File: src/verilog/sff_pkg.sv
/*
   Shared constants and types of the boot configuration and serial-flash
   fetch block: register offsets, field positions, reset values, flash
   opcodes, signature and timing counts.
   Assumes a 120 MHz core clock and an APB register bus with 32-bit data.
*/
package sff_pkg;

   // register byte offsets
   localparam logic [11:0] UTIL_CFG_OFS = 12'h000;
   localparam logic [11:0] FR_OPC_OFS = 12'h004;
   localparam logic [11:0] STRAP_OUT_OFS = 12'h008;
   localparam logic [11:0] STATUS_OFS = 12'h00C;

   // utility_config_reg fields and reset value
   localparam int UTIL_FLASH_OFF_BIT = 0;
   localparam int UTIL_DUAL_BIT = 1;
   localparam logic [1:0] UTIL_CFG_RST = 2'h0;

   // fast_read_opcode_reg reset value
   localparam logic [7:0] FR_OPC_RST = 8'h0B;

   // status register field positions
   localparam int STAT_SRC_POS = 0;
   localparam int STAT_DONE_POS = 2;
   localparam int STAT_EXT_POS = 3;
   localparam int STAT_BUSY_POS = 4;
   localparam int STAT_STRAP_POS = 16;

   // flash command stream
   localparam logic [7:0] OPC_FAST_READ = 8'h0B;
   localparam logic [5:0] CMD_BITS = 6'h20;
   localparam logic [5:0] DUMMY_CLKS = 6'h08;
   localparam logic [5:0] BYTE_CLKS_SINGLE = 6'h08;
   localparam logic [5:0] BYTE_CLKS_DUAL = 6'h04;
   localparam int DUAL_ADDR_BITS = 17;

   // boot signature "2DFU" read from this address on
   localparam logic [23:0] SIG_ADDR = 24'h00FFFA;
   localparam logic [31:0] SIG_VALUE = 32'h32444655;
   localparam logic [1:0] SIG_LAST_IDX = 2'h3;

   // flash clock: half periods in core cycles, slow rate scaled from fast
   localparam int FLASH_SLOW_MHZ = 30;
   localparam int FLASH_FAST_MHZ = 60;
   localparam int HALF_FAST = 1;
   localparam int HALF_SLOW = HALF_FAST * FLASH_FAST_MHZ / FLASH_SLOW_MHZ;

   typedef enum logic [1:0] {
      SRC_NONE,
      SRC_FLASH,
      SRC_SMBUS,
      SRC_DEFAULT
   } sff_src_type;

   typedef enum logic [2:0] {
      ST_IDLE,
      ST_SEND,
      ST_DUMMY,
      ST_DATA,
      ST_CATCH,
      ST_HOLD
   } sff_state_type;

endpackage : sff_pkg

File: src/verilog/sff_top.sv
/*
   Boot configuration selection and automatic serial-flash fetch engine.
   Latches straps at reset release, probes the flash for a signature,
   picks the configuration source and serves processor byte reads in
   single or dual fast-read mode, with an APB register slave.
   Assumes: processor holds i_fetch_req until o_fetch_ready; flash pins
   and straps are asynchronous and pass two flip-flops.

// Function
// - flash present: configuration comes from flash
// - else management bus may configure device
// - else built-in defaults with strap overrides
// - straps high impedance during reset, driven after
// - strap levels captured at reset release
// - port off only when both straps high
// - rate strap low slow, high fast clock
// - suspend: rate pin floats if one, else low
// - boot reads signature 2DFU at 0xFFFA
// - valid signature enables flash, else internal ROM
// - flash enabled after reset; software bit disables
// - code read: chip enable low, 0x0B, address
// - single mode: dummy byte, eight data clocks
// - full byte received: ready plus data
// - sequential address: keep enable, one more byte
// - non-sequential address: enable high, new command
// - dual data reads use programmed opcode register
// - dual address: upper bits zero, low seventeen
// - dual mode: four clocks per data byte
// - dual mode samples both data lines
*/
module sff_top #(
   parameter int N_PORTS = 4
) (
   input wire logic i_clk_sys,
   input wire logic i_reset_n,
   input wire logic i_psel,
   input wire logic i_penable,
   input wire logic i_pwrite,
   input wire logic [11:0] i_paddr,
   input wire logic [31:0] i_pwdata,
   output logic [31:0] o_prdata,
   output logic o_pready,
   output logic o_pslverr,
   input wire logic [2*N_PORTS:0] i_strap_pin,
   output logic [2*N_PORTS:0] o_strap_out,
   output logic [2*N_PORTS:0] o_strap_oe,
   input wire logic i_suspend,
   input wire logic i_smbus_present,
   output logic [N_PORTS-1:0] o_port_disable,
   output logic o_flash_rate_fast,
   output sff_pkg::sff_src_type o_cfg_source,
   output logic o_smbus_cfg_en,
   output logic o_boot_done,
   output logic o_boot_ext,
   input wire logic i_fetch_req,
   input wire logic i_fetch_data_space,
   input wire logic [23:0] i_fetch_addr,
   output logic o_fetch_ready,
   output logic [7:0] o_fetch_data,
   output logic o_flash_sclk,
   output logic o_flash_cs_n,
   output logic o_flash_mosi,
   output logic o_flash_mosi_oe,
   input wire logic i_flash_mosi_in,
   input wire logic i_flash_serial_in
);

   localparam int NS = 2 * N_PORTS + 1;
   localparam int RATE = 2 * N_PORTS;

   // synchronisers: first stage feeds only the second
   logic [NS-1:0] strap_m;
   logic [NS-1:0] strap_s;
   logic [1:0] misc_m;
   logic [1:0] misc_s;
   logic [1:0] fl_m;
   logic [1:0] fl_s;

   logic strap_taken;
   logic [NS-1:0] strap_lat;

   logic [1:0] util_cfg;
   logic [7:0] fr_opcode;
   logic [NS-1:0] strap_out_reg;
   logic acc;
   logic hit;
   logic [31:0] rd_word;

   sff_pkg::sff_state_type state;
   logic [3:0] hcnt;
   logic [3:0] half;
   logic tick;
   logic [5:0] rises;
   logic [31:0] tx_sr;
   logic [7:0] rx_sr;
   logic [2:0] samp_pipe;
   logic rise_data;
   logic [23:0] last_addr;
   logic cur_dual;
   logic byte_done;
   logic kill;

   logic boot_started;
   logic boot_busy;
   logic [1:0] boot_idx;
   logic [23:0] sig_sr;

   logic ext_ok;
   logic req_v;
   logic req_dual;
   logic [23:0] req_a;
   logic [7:0] req_opc;

   always_ff @(posedge i_clk_sys) begin
      strap_m <= i_strap_pin;
      strap_s <= strap_m;
      misc_m <= {i_suspend, i_smbus_present};
      misc_s <= misc_m;
      fl_m <= {i_flash_serial_in, i_flash_mosi_in};
      fl_s <= fl_m;
   end

   // straps are caught once, in the first cycle after release
   always_ff @(posedge i_clk_sys) begin
      if (!i_reset_n) begin
         strap_taken <= 1'b0;
         strap_lat <= '0;
      end else if (!strap_taken) begin
         strap_taken <= 1'b1;
         strap_lat <= strap_s;
      end
   end

   // multi-function pins: floating in reset, outputs afterwards
   always_ff @(posedge i_clk_sys) begin
      if (!i_reset_n) begin
         o_strap_oe <= '0;
         o_strap_out <= '0;
      end else if (strap_taken) begin
         o_strap_oe <= {NS{1'b1}};
         o_strap_out <= strap_out_reg;
         if (misc_s[1]) begin
            o_strap_oe[RATE] <= ~strap_lat[RATE];
            o_strap_out[RATE] <= 1'b0;
         end
      end
   end

   always_ff @(posedge i_clk_sys) begin
      if (!i_reset_n) begin
         o_port_disable <= '0;
         o_flash_rate_fast <= 1'b0;
      end else if (strap_taken) begin
         o_port_disable <= strap_lat[N_PORTS-1:0] &
            strap_lat[2*N_PORTS-1:N_PORTS];
         o_flash_rate_fast <= strap_lat[RATE];
      end
   end

   // configuration source after the flash probe
   always_ff @(posedge i_clk_sys) begin
      if (!i_reset_n) begin
         o_cfg_source <= sff_pkg::SRC_NONE;
         o_smbus_cfg_en <= 1'b0;
      end else if (o_boot_done) begin
         o_smbus_cfg_en <= ~o_boot_ext & misc_s[0];
         if (o_boot_ext) begin
            o_cfg_source <= sff_pkg::SRC_FLASH;
         end else if (misc_s[0]) begin
            o_cfg_source <= sff_pkg::SRC_SMBUS;
         end else begin
            o_cfg_source <= sff_pkg::SRC_DEFAULT;
         end
      end
   end

   // APB slave: one wait state, answer on the second access cycle
   assign acc = i_psel & i_penable;

   always_comb begin
      hit = 1'b1;
      rd_word = '0;
      case (i_paddr)
         sff_pkg::UTIL_CFG_OFS: rd_word = 32'(util_cfg);
         sff_pkg::FR_OPC_OFS: rd_word = 32'(fr_opcode);
         sff_pkg::STRAP_OUT_OFS: rd_word = 32'(strap_out_reg);
         sff_pkg::STATUS_OFS: begin
            rd_word[sff_pkg::STAT_SRC_POS +: 2] = 2'(o_cfg_source);
            rd_word[sff_pkg::STAT_DONE_POS] = o_boot_done;
            rd_word[sff_pkg::STAT_EXT_POS] = o_boot_ext;
            rd_word[sff_pkg::STAT_BUSY_POS] = ~o_flash_cs_n;
            rd_word[sff_pkg::STAT_STRAP_POS +: NS] = strap_lat;
         end
         default: hit = 1'b0;
      endcase
   end

   always_ff @(posedge i_clk_sys) begin
      if (!i_reset_n) begin
         o_pready <= 1'b0;
         o_pslverr <= 1'b0;
         o_prdata <= '0;
      end else begin
         o_pready <= acc & ~o_pready;
         if (acc & ~o_pready) begin
            o_pslverr <= ~hit;
            o_prdata <= i_pwrite ? 32'h00000000 : rd_word;
         end
      end
   end

   always_ff @(posedge i_clk_sys) begin
      if (!i_reset_n) begin
         util_cfg <= sff_pkg::UTIL_CFG_RST;
         fr_opcode <= sff_pkg::FR_OPC_RST;
         strap_out_reg <= '0;
      end else if (acc & o_pready & i_pwrite) begin
         case (i_paddr)
            sff_pkg::UTIL_CFG_OFS: util_cfg <= i_pwdata[1:0];
            sff_pkg::FR_OPC_OFS: fr_opcode <= i_pwdata[7:0];
            sff_pkg::STRAP_OUT_OFS: strap_out_reg <= i_pwdata[NS-1:0];
            default: ;
         endcase
      end
   end

   // request source: the boot probe first, the processor afterwards
   always_comb begin
      ext_ok = o_boot_ext & ~util_cfg[sff_pkg::UTIL_FLASH_OFF_BIT];
      req_v = boot_busy | (i_fetch_req & ext_ok & ~o_fetch_ready);
      req_dual = ~boot_busy & i_fetch_data_space &
         util_cfg[sff_pkg::UTIL_DUAL_BIT];
      req_opc = req_dual ? fr_opcode : sff_pkg::OPC_FAST_READ;
      if (boot_busy) begin
         req_a = sff_pkg::SIG_ADDR + 24'(boot_idx);
      end else if (req_dual) begin
         req_a = {7'h00, i_fetch_addr[sff_pkg::DUAL_ADDR_BITS-1:0]};
      end else begin
         req_a = i_fetch_addr;
      end
      kill = util_cfg[sff_pkg::UTIL_FLASH_OFF_BIT] & ~boot_busy;
      half = o_flash_rate_fast ? 4'(sff_pkg::HALF_FAST - 1) :
         4'(sff_pkg::HALF_SLOW - 1);
      tick = (hcnt == 4'h0);
      rise_data = (state == sff_pkg::ST_DATA) & tick & ~o_flash_sclk;
   end

   // data sample lands three cycles after the rising edge is issued
   always_ff @(posedge i_clk_sys) begin
      if (!i_reset_n) begin
         samp_pipe <= '0;
         rx_sr <= '0;
      end else begin
         samp_pipe <= {samp_pipe[1:0], rise_data};
         if (samp_pipe[2]) begin
            if (cur_dual) begin
               rx_sr <= {rx_sr[5:0], fl_s[1], fl_s[0]};
            end else begin
               rx_sr <= {rx_sr[6:0], fl_s[1]};
            end
         end
      end
   end

   always_ff @(posedge i_clk_sys) begin
      if (!i_reset_n) begin
         state <= sff_pkg::ST_IDLE;
         o_flash_cs_n <= 1'b1;
         o_flash_sclk <= 1'b0;
         o_flash_mosi <= 1'b0;
         o_flash_mosi_oe <= 1'b0;
         o_fetch_ready <= 1'b0;
         o_fetch_data <= '0;
         byte_done <= 1'b0;
         hcnt <= '0;
         rises <= '0;
         tx_sr <= '0;
         last_addr <= '0;
         cur_dual <= 1'b0;
      end else begin
         o_fetch_ready <= 1'b0;
         byte_done <= 1'b0;
         if (kill && state != sff_pkg::ST_IDLE) begin
            state <= sff_pkg::ST_IDLE;
            o_flash_cs_n <= 1'b1;
            o_flash_sclk <= 1'b0;
            o_flash_mosi_oe <= 1'b0;
         end else begin
            case (state)
               sff_pkg::ST_IDLE: begin
                  o_flash_cs_n <= 1'b1;
                  o_flash_mosi_oe <= 1'b0;
                  if (req_v & o_flash_cs_n & strap_taken & ~kill) begin
                     o_flash_cs_n <= 1'b0;
                     o_flash_mosi_oe <= 1'b1;
                     o_flash_mosi <= req_opc[7];
                     tx_sr <= {req_opc[6:0], req_a, 1'b0};
                     rises <= sff_pkg::CMD_BITS;
                     hcnt <= half;
                     last_addr <= req_a;
                     cur_dual <= req_dual;
                     state <= sff_pkg::ST_SEND;
                  end else if (o_boot_done & ~ext_ok & i_fetch_req &
                        ~o_fetch_ready) begin
                     // no usable flash: answer at once with erased data
                     o_fetch_ready <= 1'b1;
                     o_fetch_data <= 8'hFF;
                  end
               end
               sff_pkg::ST_SEND, sff_pkg::ST_DUMMY,
               sff_pkg::ST_DATA: begin
                  if (!tick) begin
                     hcnt <= hcnt - 4'h1;
                  end else begin
                     hcnt <= half;
                     o_flash_sclk <= ~o_flash_sclk;
                     if (!o_flash_sclk) begin
                        rises <= rises - 6'h01;
                     end else if (rises != 6'h00) begin
                        if (state == sff_pkg::ST_SEND) begin
                           o_flash_mosi <= tx_sr[31];
                           tx_sr <= {tx_sr[30:0], 1'b0};
                        end
                     end else begin
                        case (state)
                           sff_pkg::ST_SEND: begin
                              o_flash_mosi <= 1'b0;
                              rises <= sff_pkg::DUMMY_CLKS;
                              // dual read turns the out line around
                              o_flash_mosi_oe <= ~cur_dual;
                              state <= sff_pkg::ST_DUMMY;
                           end
                           sff_pkg::ST_DUMMY: begin
                              rises <= cur_dual ?
                                 sff_pkg::BYTE_CLKS_DUAL :
                                 sff_pkg::BYTE_CLKS_SINGLE;
                              state <= sff_pkg::ST_DATA;
                           end
                           default: state <= sff_pkg::ST_CATCH;
                        endcase
                     end
                  end
               end
               sff_pkg::ST_CATCH: begin
                  if (samp_pipe == 3'h0) begin
                     o_fetch_data <= rx_sr;
                     o_fetch_ready <= ~boot_busy;
                     byte_done <= 1'b1;
                     state <= sff_pkg::ST_HOLD;
                  end
               end
               sff_pkg::ST_HOLD: begin
                  if (byte_done | o_fetch_ready) begin
                     state <= sff_pkg::ST_HOLD;
                  end else if (req_v) begin
                     if (req_a == last_addr + 24'h000001 &&
                           req_dual == cur_dual) begin
                        rises <= cur_dual ? sff_pkg::BYTE_CLKS_DUAL :
                           sff_pkg::BYTE_CLKS_SINGLE;
                        hcnt <= half;
                        last_addr <= req_a;
                        state <= sff_pkg::ST_DATA;
                     end else begin
                        o_flash_cs_n <= 1'b1;
                        o_flash_mosi_oe <= 1'b0;
                        state <= sff_pkg::ST_IDLE;
                     end
                  end else if (~boot_busy & ~ext_ok) begin
                     o_flash_cs_n <= 1'b1;
                     o_flash_mosi_oe <= 1'b0;
                     state <= sff_pkg::ST_IDLE;
                  end
               end
               default: state <= sff_pkg::ST_IDLE;
            endcase
         end
      end
   end

   // boot probe: four signature bytes, then the execution source
   always_ff @(posedge i_clk_sys) begin
      if (!i_reset_n) begin
         boot_started <= 1'b0;
         boot_busy <= 1'b0;
         boot_idx <= '0;
         sig_sr <= '0;
         o_boot_done <= 1'b0;
         o_boot_ext <= 1'b0;
      end else begin
         if (strap_taken & ~boot_started) begin
            boot_started <= 1'b1;
            boot_busy <= 1'b1;
         end
         if (boot_busy & byte_done) begin
            sig_sr <= {sig_sr[15:0], o_fetch_data};
            boot_idx <= boot_idx + 2'h1;
            if (boot_idx == sff_pkg::SIG_LAST_IDX) begin
               boot_busy <= 1'b0;
               o_boot_done <= 1'b1;
               o_boot_ext <= ({sig_sr, o_fetch_data} ==
                  sff_pkg::SIG_VALUE);
            end
         end
      end
   end

endmodule : sff_top

File: config.mk
export PLATFORM = sky130hd
export DESIGN_NAME = sff_top
export DESIGN_NICKNAME = d
export VERILOG_FILES = /design/src/verilog/sff_pkg.sv /design/src/verilog/sff_top.sv
export SDC_FILE = /design/constraint.sdc
export NUM_CORES = 1
export LEC_CHECK = 0
export ABC_AREA = 1
export ABC_CLOCK_PERIOD_IN_PS = 3350
export BUFFER_PORTS_ARGS = -buffer_cell sky130_fd_sc_hd__buf_4
export CORE_MARGIN = 5
export CORE_UTILIZATION = 29
export CTS_BUF_LIST = sky130_fd_sc_hd__clkbuf_4
export DETAILED_ROUTE_END_ITERATION = 8
export PLACE_DENSITY = 0.46
export SETUP_SLACK_MARGIN = 0.3
export SLEW_MARGIN = 15
export SYNTH_ARGS = -nofsm -noshare
export SYNTH_HDL_FRONTEND = slang
export SYNTH_SLANG_ARGS = --single-unit
File: constraint.sdc
create_clock -name i_clk_sys -period 3.35 [get_ports i_clk_sys]
set_clock_uncertainty 0.15 [all_clocks]
set_input_delay 0.1675 -clock i_clk_sys [delete_from_list [all_inputs] [get_ports i_clk_sys]]
set_output_delay 0.1675 -clock i_clk_sys [all_outputs]
set_load 0.005 [all_outputs]
== After elaboration in Yosys (flattened, before gate mapping) ==
Index checks and enable logic that the tools add are counted.

* Register bits after elaboration: 240
* Input bits: 88

* Eq/ne operators: 29
* Add/sub/neg operators: 5
* Mux-type cells: 88
* Bitwise logic cells: 41
* Reduce and logical (&&, ||, !) cells: 31

{| class="wikitable"
|+ Operators by type and width
! kind !! number
|-
| 2-to-1 mux 32 bit || 5
|-
| 2-to-1 mux 24 bit || 6
|-
| case mux 32 bit (2 select lines) || 1
|-
| case mux 24 bit (2 select lines) || 1
|-
| 2-to-1 mux 6 bit || 7
|-
| 2-to-1 mux 8 bit || 5
|-
| 2-to-1 mux 1 bit || 33
|-
| == test 32 x 30 -> 1 bit, second input constant || 1
|-
| 2-to-1 mux 25 bit || 1
|-
| adder 24 x 1 -> 24 bit, second input constant || 1
|-
| == test 12 x 4 -> 1 bit, second input constant || 2
|-
| == test 24 bit || 1
|-
| 2-to-1 mux 3 bit || 8
|-
| 2-to-1 mux 4 bit || 6
|-
| inequality test 2 bit, second input constant || 12
|-
| AND reduction 6 bit || 4
|-
| AND 1 bit || 22
|-
| case mux 5 bit (4 select lines) || 1
|-
| case mux 6 bit (3 select lines) || 1
|-
| adder 16 x 2 -> 17 bit, first input constant || 1
|-
| inverter 1 bit || 16
|-
| case mux 8 bit (2 select lines) || 1
|-
| == test 12 x 3 -> 1 bit, second input constant || 1
|-
| zero test 12 bit || 1
|-
| 37 further kinds || 56
|}

== Longest topological paths before layout ==
Gate-level depths: netlist of run 1.

* Depth in word-level cells: 11
* Mapped depth: 18
* Depth with buffers taken out: 17

== Worst setup path before layout of run 1 ==
OpenSTA, ideal clock, no wires.

* Kind: register -> register
* Start point: reg last_addr[0]
* End point: reg rises[0]
* Cell stages (with the launch flop): 16
* Path buffers: 1
* Path slack: 1.038 ns
* Library setup time: 0.110 ns
* Clock period less this slack: 2.312 ns
* Data arrival time: 2.052 ns
* Cells stage by stage: dfxtp_1 -> ha_1 -> nand2_1 -> nor2_2 -> nand3_1 -> nand2_1 -> nand2_1 -> nor2_1 -> nand2_1 -> nor2_1 -> nand2_1 -> o21bai_4 -> buf_2 -> nand4_1 -> nand2_1 -> nor2_1

* Word-level cells in the longest chain between the ends: 5

{| class="wikitable"
|+ Ends and longest elaborated chain
! element !! line !! text
|-
| start: declaration || sff_top.sv:98 || <nowiki>logic [23:0] last_addr;</nowiki>
|-
| start signal: assignment || sff_top.sv:300 || <nowiki>last_addr <= req_a;</nowiki>
|-
| start signal: assignment || sff_top.sv:361 || <nowiki>last_addr <= req_a;</nowiki>
|-
| adder 24 x 1 -> 24 bit || sff_top.sv:356 || <nowiki>if (req_a == last_addr + 24'h000001 &&</nowiki>
|-
| == test 24 bit || sff_top.sv:356 ||
|-
| logical AND 1 bit || sff_top.sv:356 ||
|-
| inequality test 2 bit (no line) || -- ||
|-
| AND reduction 9 bit (no line) || -- ||
|-
| end signal: assignment || sff_top.sv:328 || <nowiki>rises <= sff_pkg::DUMMY_CLKS;</nowiki>
|-
| end signal: assignment || sff_top.sv:334 || <nowiki>rises <= cur_dual ?</nowiki>
|-
| end signal: assignment || sff_top.sv:358 || <nowiki>rises <= cur_dual ? sff_pkg::BYTE_CLKS_DUAL :</nowiki>
|-
| end: declaration || sff_top.sv:93 || <nowiki>logic [5:0] rises;</nowiki>
|}

No other way between the ends.
A chain may end at the register's enable or synchronous reset.

== Final worst setup path of run 1 ==
* Start point: in i_paddr[8]
* End point: reg o_prdata[24]

* Word-level cells in the longest chain between the ends: 3

{| class="wikitable"
|+ Ends and longest elaborated chain
! element !! line !! text
|-
| start: declaration || sff_top.sv:39 || <nowiki>input wire logic [11:0] i_paddr,</nowiki>
|-
| == test 12 x 4 -> 1 bit || sff_top.sv:183 || <nowiki>case (i_paddr)</nowiki>
|-
| 2-to-1 mux 9 bit || sff_top.sv:183 ||
|-
| 2-to-1 mux 25 bit || sff_top.sv:207 || <nowiki>o_prdata <= i_pwrite ? 32'h00000000 : rd_word;</nowiki>
|-
| end signal: assignment || sff_top.sv:207 ||
|-
| end: declaration || sff_top.sv:41 || <nowiki>output logic [31:0] o_prdata,</nowiki>
|}

No other way between the ends.

==> impl_metrics.py, run 1 <==
metrics = {
    "cts": {
        "clk_latency_ps": 680,
        "clk_pin_slew_ps": 60,
        "numCtsBuffers": 66,
        "cts-htree-levels": 3,
        "root_buffer": "clkbuf_4",
        "cts_sinks": 218,
        "clockBufferDepth": 3,
        "cts_tree": "yes",
    },
    "floorplan": {
        "die_w_um": 199,
        "die_h_um": 199,
        "pin_count": 163,
        "die-area_um2": 39500,
        "initial_core_util": 0.292,
        "core_area_um2": 35400,
        "rows": 69,
    },
    "pwr": {
        "switching_share": 0.396,
        "power_frac_comb": 0.350,
        "p_leak_nw": 5.92,
        "ir_drop_uv": 321,
        "power.density_nw_per_um2": 686,
        "p_int_mw": 5.52,
        "p_sw_mw": 3.62,
        "pwr-share-seq": 0.370,
        "p_clk_frac": 0.280,
    },
    "placed_design": {
        "dp_slack_ps": 335,
        "place_congestion": 0.848,
        "port_buffers": 125,
        "place_area_um2": 11600,
        "dp_hpwl_um": 22600,
    },
    "synthesis": {
        "synthFlopType": "dfxtp_1",
        "ys_warn_count": 0,
        "ys_async_sr_fraction": 0,
        "synth.top_cell.area_share": 0.422,
        "synth_seq_area_share": 0.422,
        "yosys.area_share.simple": 0.312,
        "synth_most_common_cell": "nand2_1",
        "synth_edf_count": 0,
        "synth_area_leader_cell": "dfxtp_1",
        "syn_inst": 1538,
        "synthAdderAreaFrac": 0.00484,
        "synth_xor_area_frac": 0.00848,
        "synth_commonest_cells": "nand2_1 (387), nor2_1 (225), dfxtp_1 (218)",
        "syn_area_um2": 10300,
        "synth_top_family_by_area": "simple AND/OR/NAND/NOR gates",
        "synth.area.top_cells": "dfxtp_1 (42%), nand2_1 (14%), nor2_1 (8.2%)",
        "muxShareOfSynthArea": 0.000969,
        "avgSynthCellArea_um2": 6.72,
        "synth_cell_types": 43,
        "synth_compound_area_frac": 0.143,
        "synth_seq_cells": 218,
    },
    "routing": {
        "drc": 0,
        "avgViaCountPerCell": 4.63,
        "postRouteAntennaNets": 0,
        "wl_um": 33200,
        "drt_iter0_drc": 610,
        "wl_per_cell_um": 14.7,
        "dr.pass1.iters": 5,
        "vias": 10449,
    },
    "layout": {
        "postLayoutCellArea_um2": 13300,
        "reg_top3": "tx_sr: 31 flops, last_addr: 24 flops, sig_sr: 24 flops",
        "largest_reg_flops": 31,
        "syn2layout_area_growth_pct": 28.9,
        "top_register": "tx_sr",
        "final_nets": 1852,
        "drive_gt1_frac": 0.150,
        "fillers": 3865,
    },
    "setup_path": {
        "crit_path_max_incr_delay_ps": 600,
        "cp_num_buf_inv": 6,
        "critPathSlowestCell": "dlygate4sd3_1",
        "path_cells": "dlygate4sd3_1, buf_4, nor2_1, dlygate4sd3_1, nand4_1, dlygate4sd3_1, nor4_2, buf_4, nand3_1, dlygate4sd3_1, a21oi_1",
        "cpLargestDelayFamily": "buffers and inverters",
        "critPathRequiredTime_ps": 3810,
        "path_max_fanout": 13,
        "critPathKind": "input port to flop",
        "worstPathArrival_ps": 3300,
        "crit_top_cell": "dlygate4sd3_1",
        "cp-start-kind": "input port",
        "critPathCaptureType": "flop",
    },
    "sta": {
        "max_slew_margin": 0.529,
        "drv_slew": 0,
        "fmax_mhz": 351,
        "fin_ws_ps": 504,
        "finalSetupViolCount": 0,
        "finalSetupTns_ps": 0,
        "finalCriticalPeriod_ps": 2850,
        "worst_pin_slew_ps": 702,
        "final_hold_viol_count": 0,
        "rsz0062_at_grt": "no",
        "final.period_utilization": 0.850,
    },
    "global_route": {
        "grt_pass1_wl_um": 52600,
        "grt_pass1_vias": 10146,
        "antenna_found_initial": 1,
        "grt_max_degree": 107,
        "grtUsageTotal": 0.164,
        "grt-ovfl-total": 0,
    },
    "hold_path": {
        "worst_hold_path_type": "input port to flop",
    },
    "run_status": {
        "status": "completed",
    },
    "job": {
        "max_cap_violations": 0,
    },
}
==> layout by cell type (no fill, tap or decap), types with 2 or more instances in the layout <==
cell,count
dfxtp_1,217
clkinv_1,11
nand3_2,3
nor2_1,223
clkinv_2,2
nor2_4,6
nand2_1,386
xor2_1,10
or2_2,2
o221ai_1,2
nand3_1,66
clkbuf_4,87
o22ai_1,12
o21ai_1,2
conb_1,14
nor3_1,14
nand4_1,46
inv_1,168
nand3_4,3
buf_4,145
o21ai_0,121
nor4_1,10
nand3b_1,4
dlygate4sd3_1,81
ha_1,4
buf_12,2
a31oi_1,13
nor2_2,2
nand2_2,3
a21oi_1,101
o211ai_1,8
bufinv_16,2
a211oi_1,7
==> cell families (layout without fill, tap and decap cells) <==
logic type,after synthesis,count (layout)
buffers and inverters,262,505
DFF,218,218
other,1,15
and+or+nand+nor,769,771
muxes,1,1
xor gates and xnor gates,10,10
adders and majority gates,4,4
AOI/OAI and AO/OA,273,273
==> worst paths after layout <==
path / cells after the start / slack, ps / start / endpoint
setup reg to reg: 16 / 590 / last_addr[0] / last_addr[8]
hold / removal: 6 / 80 / i_paddr[1] / o_prdata[5]
setup / recovery: 11 / 500 / i_paddr[8] / o_prdata[24]
hold reg to reg: 0 / 170 / strap_m[0] / strap_s[0]
==> area by class of cell <==
| type | instances | area (um^2) | share of cell area |
|---|---|---|---|
| well taps | 461 | 577 | 0.0433 |
| flip-flops and latches | 218 | 4370 | 0.328 |
| repair buffers | 229 | 1950 | 0.146 |
| inverters | 172 | 648 | 0.0487 |
| clock inverters | 17 | 140 | 0.0105 |
| diodes | 1 | 2.50 | 0.000188 |
| clock buffers | 87 | 653 | 0.0490 |
| multi-input cells | 1073 | 4980 | 0.374 |
==> power by group through the flow <==
| stage | Combinational, mW | Clock, mW | Sequential [mW] |
|---|---|---|---|
| CTS | 3.16 | 2.68 | 3.38 |
| floorplan | 2.30 | 0 | 3.32 |
| finish | 3.20 | 2.56 | 3.38 |
| global placement | 3.02 | 0 | 3.43 |
| detailed placement | 3.06 | 0 | 3.43 |
| global route | 3.68 | 2.82 | 3.44 |
==> repair_timing <==
item / 4_1_cts / 5_1_grt
buffers inserted: 0 / 3
resized for setup: 0 / 10
hold buffers: 81 / 0
cloned: 1 / 1
pin swaps: 1 / 1
setup endpoints to repair: 7 / 43
endpoints found under the hold margin: 127 / 0
==> routing by layer <==
layer / vias up / global-route usage / routed length [um]
li1: 5424 / - / -
met1: 4735 / 0.214 / 15400
met2: 222 / 0.262 / 15100
met3: 68 / 0.0471 / 1970
met4: 0 / 0.0517 / 743
met5: - / 0 / 0
==> per-stage QoR <==
stage          power (mW)  utilization  hold slack (ps)  cells
6_report             9.13        0.376             82.9   2258
5_1_grt              9.95        0.376             68.7   2258
4_1_cts              9.23        0.374             15.5   2253
3_5_place_dp         6.49        0.328              123   2067
3_3_place_gp         6.45        0.328              122   2067
2_1_floorplan        5.62            -             45.2   1551
==> worst register-to-register path: stages, from the launching register on <==
cell      delay, ps
dfxtp_1         370
ha_1            200
nand2_1         110
nor2_4          170
nand3_2         170
nor2_1          170
nand2_1          70
nand2_1          90
nand2_1          60
nor2_1          140
nand2_1         130
o21bai_4        180
buf_4           190
nand3_4         190
nand2_1         120
nand2_1          50
nor2_1          100
Note: power is estimated with default switching activity, not from simulation.
==> run 2, diff against run 1 <==
- ABC_CLOCK_PERIOD_IN_PS: 3350 -> 2800
- clock period: 3.35 -> 2.8 ns (I/O delays scaled with it)
==> run 2 against run 1 <==
Net effect:
- cell area up 7.4%
- count of clock-buffer cells in the layout stayed put
- sequential share of layout area fell by 2.1 points
- worst hold slack improved by 27 ps
- critical path depth is 6 higher
- total power increased by 26%
- first-iteration DRC count fell by 16%
- highest routed layer unchanged
- clock power is 11% higher
- critical endpoint is now rises[3]
- register-to-register slack worse by 330 ps
- setup slack lost 240 ps
- sequential cell count unchanged
==> impl_metrics.py, run 2 (synthesized netlist as in run 1, its figures left out) <==
metrics = {
    "setup_path": {
        "r2r_start": "last_addr[1]",
        "reg2reg_depth": 17,
        "critPathCaptureType": "flop",
        "critPathKind": "flop to flop",
        "critPathSlowestCell": "dfxtp_4",
        "crit_cells": 17,
        "crit_path_max_incr_delay_ps": 370,
        "critPathRequiredTime_ps": 3270,
        "crit_end": "rises[3]",
        "crit_path_start": "last_addr[1]",
        "crit_top_cell": "nand2_2",
        "path_cells": "ha_4, nand2_4, nor2_4, nand2_2, nor2_4, nand2_2, nand2_2, nand2_2, nor2_4, nand3_4, o21bai_4, buf_6, buf_12, buf_4, nand4_1, nand2_1, nor2_1",
        "reg2reg_slack_ps": 260,
        "path_max_fanout": 7,
        "cp_num_buf_inv": 3,
        "worstPathArrival_ps": 3000,
        "cpLargestDelayFamily": "simple AND/OR/NAND/NOR gates",
        "rr_endpoint": "rises[3]",
        "cp-start-kind": "flop",
    },
    "layout": {
        "syn2layout_area_growth_pct": 38.4,
        "multiInputGateArea_um2": 5370,
        "final_cell_mix": "nand2_1 (341), dfxtp_1 (204), nor2_1 (190)",
        "fillers": 3764,
        "regArea_um2": 4390,
        "top_register": "tx_sr",
        "reg_top3": "tx_sr: 31 flops, last_addr: 24 flops, sig_sr: 24 flops",
        "drive_gt1_frac": 0.228,
        "utilization": 0.404,
        "final_common_cell": "nand2_1",
        "final_nets": 1906,
        "largest_reg_flops": 31,
        "postLayoutCellArea_um2": 14300,
    },
    "hold_path": {
        "min_from": "i_pwdata[8]",
        "worst_hold_path_type": "input port to flop",
    },
    "pwr": {
        "totalPowerFinal_mw": 11.5,
        "ir_drop_uv": 460,
        "p_leak_nw": 6.31,
        "power.density_nw_per_um2": 802,
    },
    "floorplan": {
        "die_w_um": 199,
        "rows": 69,
        "die_h_um": 199,
        "core_area_um2": 35400,
        "initial_core_util": 0.292,
        "die-area_um2": 39500,
        "pin_count": 163,
    },
    "run_status": {
        "status": "completed",
    },
    "sta": {
        "final_hold_viol_count": 0,
        "whs_ps": 110,
        "max_slew_margin": 0.530,
        "rsz0062_at_grt": "yes",
        "finalSetupViolCount": 0,
        "drv_slew": 0,
        "worst_pin_slew_ps": 700,
        "finalSetupTns_ps": 0,
        "final.period_utilization": 0.906,
        "finalCriticalPeriod_ps": 2540,
        "fmax_mhz": 394,
    },
    "routing": {
        "drt_iter0_drc": 512,
        "postRouteAntennaNets": 0,
        "wl_per_cell_um": 14.6,
        "drc": 0,
        "vias": 10746,
        "avgViaCountPerCell": 4.63,
        "wl_um": 33900,
        "dr.pass1.iters": 7,
    },
    "cts": {
        "numCtsBuffers": 61,
        "clockBufferDepth": 3,
        "cts-htree-levels": 2,
        "root_buffer": "clkbuf_4",
        "cts_tree": "yes",
        "clk_latency_ps": 740,
        "cts_sinks": 218,
        "clk_pin_slew_ps": 70,
    },
    "global_route": {
        "grt_pass1_wl_um": 54000,
        "grt_max_degree": 146,
        "grt_pass1_vias": 10457,
        "grtUsageTotal": 0.167,
        "grt-ovfl-total": 0,
        "antenna_found_initial": 1,
    },
    "placed_design": {
        "port_buffers": 125,
        "place_congestion": 0.871,
        "dp_hpwl_um": 22600,
        "place_area_um2": 11800,
    },
    "job": {
        "max_cap_violations": 0,
    },
}
run 2: cell types whose count changed in the layout (fill, tap and decap cells not counted), sizes merged:
cell / previous run / this run
clkbuf: 87 / 89
nand3: 72 / 70
clkinv: 14 / 22
bufinv: 2 / 0
dlygate4sd3: 81 / 88
inv: 172 / 170
buf: 148 / 200
run 2: layout make-up:
class                      instances  area share
multi-input combinational       1071       0.376
timing repair buffer             290       0.179
clock buffer                      87      0.0457
inverter                         172      0.0465
tap                              461      0.0403
sequential                       218       0.307
antenna                            1    0.000175
clock inverter                    21     0.00639
run 2: through the flow:
step | setup slack [ps] | cells
floorplan | 488 | 1551
global placement | 96.1 | 2088
detailed placement | 62.7 | 2088
CTS | 298 | 2310
global route | 119 | 2321
finish | 264 | 2321
run 2: power breakdown:
part / internal [mW] / total (mW) / switching, mW
Sequential: 3.66 / 4.10 / 0.440
Combinational: 1.82 / 4.53 / 2.71
Clock: 1.43 / 2.84 / 1.42
Total: 6.91 / 11.5 / 4.56
run 2: what timing repair did:
action,CTS,global route
cloned,1,2
setup buffers,25,8
endpoints found under the hold margin,198,0
resized for setup,88,75
pin swaps,24,51
hold buffers,88,0
endpoints found under the setup margin,37,77
run 2: how the worst min path moves through the flow:
stage / cells past startpoint / slack [ps] / to
global placement: 1 / 90 / strap_m[4]
CTS: 4 / 40 / strap_out_reg[8]
finish: 4 / 110 / strap_out_reg[8]
floorplan: 0 / 20 / fl_m[0]
detailed placement: 1 / 100 / strap_m[4]
global route: 4 / 110 / fr_opcode[6]
run 2: worst reg2reg max path, stage by stage, from the launching register on:
cell and delay (ps):
dfxtp_4 370, ha_4 150, nand2_4 50, nor2_4 220, nand2_2 120, nor2_4 130
nand2_2 80, nand2_2 60, nand2_2 60, nor2_4 140, nand3_4 110, o21bai_4 210
buf_6 150, buf_12 110, buf_4 110, nand4_1 80, nand2_1 80, nor2_1 50
run 2: routing by layer:
metal	global-route usage	wire length [um]	vias to the layer above
li1	-	-	5531
met1	0.227	15800	4891
met2	0.265	15300	259
met3	0.0430	2080	65
met4	0.0484	746	0
met5	0	0	-
==> run 3, diff against run 2 <==
- BUFFER_PORTS_ARGS: -buffer_cell sky130_fd_sc_hd__buf_4 -> not set
- DONT_BUFFER_PORTS: not set -> 1
- PLACE_DENSITY: 0.46 -> 0.43
==> run 3 against run 2 <==
Net effect:
- cell area shrank 5.5%
- maximum frequency shrank 0.39%
- worst hold slack lost 30 ps
- final cell count shrank 4.5%
- count of clock-buffer cells in the layout grew 10
- clock power grew 6%
- die area is the same
- critical path depth grew 2
- setup slack lost 9.8 ps
- sequential power is essentially flat
- largest cell class unchanged
==> impl_metrics.py, run 3 (synthesized netlist as in run 1, its figures left out) <==
metrics = {
    "floorplan": {
        "initial_core_util": 0.292,
        "rows": 69,
        "core_area_um2": 35400,
        "die_h_um": 199,
        "pin_count": 163,
        "die-area_um2": 39500,
        "die_w_um": 199,
    },
    "setup_path": {
        "path_cells": "clkinv_8, buf_6, buf_4, nand3_1, nand2_1, nand2_1, inv_1, o21ai_0, nand2_1, nand2_1, nor2_2, nand2_2, o21bai_4, buf_6, buf_6, nand3_4, nand2_2, nand2_1, nor2_1",
        "cp-start-kind": "flop",
        "rr_endpoint": "rises[5]",
        "critPathRequiredTime_ps": 3270,
        "critPathKind": "flop to flop",
        "crit_path_max_incr_delay_ps": 380,
        "path_max_fanout": 7,
        "crit_top_cell": "nand2_1",
        "worstPathArrival_ps": 3020,
        "r2r_start": "boot_busy",
        "critPathCaptureType": "flop",
        "reg2reg_slack_ps": 250,
        "reg2reg_depth": 19,
        "critPathSlowestCell": "dfxtp_4",
    },
    "sta": {
        "finalSetupViolCount": 0,
        "final.period_utilization": 0.909,
        "fmax_mhz": 393,
        "rsz0062_at_grt": "yes",
        "finalCriticalPeriod_ps": 2550,
        "drv_slew": 0,
        "finalSetupTns_ps": 0,
        "worst_pin_slew_ps": 571,
        "final_hold_viol_count": 0,
        "max_slew_margin": 0.616,
    },
    "routing": {
        "wl_per_cell_um": 15.8,
        "postRouteAntennaNets": 0,
        "drt_iter0_drc": 509,
        "wl_met2_um": 15700,
        "vias": 10512,
        "wl_met1_um": 16100,
        "routed-wl-met3_um": 2470,
        "wl_um": 35100,
        "drc": 0,
        "dr.pass1.iters": 4,
        "avgViaCountPerCell": 4.74,
        "dr.max_layer_used": "met5",
    },
    "cts": {
        "cts_sinks": 218,
        "cts-htree-levels": 3,
        "clk_latency_ps": 710,
        "clk_pin_slew_ps": 60,
        "clockBufferDepth": 3,
        "root_buffer": "clkbuf_4",
        "cts_tree": "yes",
        "numCtsBuffers": 68,
    },
    "global_route": {
        "grtUsageTotal": 0.169,
        "grt_max_degree": 147,
        "grt_pass1_vias": 10113,
        "grt-ovfl-total": 0,
        "antenna_found_initial": 2,
        "grt_pass1_wl_um": 53800,
    },
    "layout": {
        "multiInputGateArea_um2": 5300,
        "fillers": 3865,
        "regArea_um2": 4390,
        "reg_top3": "tx_sr: 31 flops, last_addr: 24 flops, sig_sr: 24 flops",
        "drive_gt1_frac": 0.174,
        "final_common_cell": "nand2_1",
        "largest_reg_flops": 31,
        "top_register": "tx_sr",
        "final_nets": 1806,
        "final_cell_mix": "nand2_1 (356), dfxtp_1 (204), nor2_1 (196)",
        "utilization": 0.382,
        "syn2layout_area_growth_pct": 30.8,
    },
    "pwr": {
        "p_leak_nw": 5.79,
        "power.density_nw_per_um2": 847,
        "ir_drop_uv": 558,
    },
    "hold_path": {
        "min_from": "i_pwdata[5]",
        "min_path_cells": 3,
        "min_to": "strap_out_reg[5]",
        "worst_hold_path_type": "input port to flop",
    },
    "run_status": {
        "status": "completed",
    },
    "placed_design": {
        "port_buffers": 0,
        "place_congestion": 0.883,
        "dp_hpwl_um": 22500,
    },
    "job": {
        "max_cap_violations": 0,
    },
}
-- run 3: cell count changes in the layout (fill, tap and decap cells not counted), sizes merged --
| cell | delta |
|---|---|
| buf | -113 |
| clkbuf | +10 |
| clkinv | -8 |
| dlygate4sd3 | +5 |
| nand2 | +1 |
-- run 3: cell type report --
cell class              count  share of cell area
multi-input cells        1072               0.392
flip-flops and latches    218               0.325
repair buffers            182               0.132
clock buffers              97              0.0539
inverters                 172              0.0489
well taps                 461              0.0427
clock inverters            13             0.00537
diodes                      1            0.000185
-- run 3: how the worst max path moves through the flow --
| stage | startpoint | to | slack, ps | cells past startpoint |
|---|---|---|---|---|
| after floorplan | last_addr[0] | rises[0] | 490 | 15 |
| after global placement | last_addr[0] | rises[5] | 60 | 16 |
| after detailed placement | last_addr[0] | rises[5] | 60 | 15 |
| after CTS | last_addr[1] | rises[5] | 270 | 16 |
| after global routing | boot_busy | rises[5] | 80 | 19 |
| final | boot_busy | rises[5] | 250 | 19 |
-- run 3: through the flow --
step / area (um^2) / hold WS (ps) / worst slack, ps / cells / power, mW
after CTS: 13100 / 1.70 / 271 / 2195 / 11.2
final: 13500 / 79.7 / 254 / 2216 / 11.4
after floorplan: 10400 / 17.7 / 488 / 1551 / 6.72
after global routing: 13500 / 40.8 / 76.5 / 2216 / 12.4
after detailed placement: 11000 / 17.8 / 62.9 / 1977 / 7.76
after global placement: 11000 / 17.8 / 64.1 / 1977 / 7.73
-- run 3: where the power goes --
part / switching, mW / internal (mW) / leakage (nW)
Sequential: 0.448 / 3.66 / 1.79
Clock: 1.42 / 1.59 / 0.479
Combinational: 2.69 / 1.64 / 3.53
Total: 4.56 / 6.89 / 5.79
-- run 3: repair_timing --
action                                 in CTS  in global routing
buffers inserted                           13                 17
gates resized for setup                    63                 82
endpoints found under the hold margin     205                  0
pin swaps                                  21                 24
gates cloned                                1                  3
hold buffers                               94                  0
setup endpoints to repair                  45                 78
-- run 3: metal layers --
layer / vias to the layer above / track usage
met5: - / 0
met4: 2 / 0.0562
met3: 71 / 0.0584
met2: 261 / 0.265
met1: 4841 / 0.220
li1: 5337 / -
-- run 3: worst max-delay path, delay by kind of cell (launching register included) --
| kind | cells | cell delay [ps] |
|---|---|---|
| flip-flops | 1 | 380 |
| buffers and inverters | 6 | 720 |
| AO/OA/AOI/OAI | 2 | 250 |
| AND/OR/NAND/NOR | 11 | 970 |
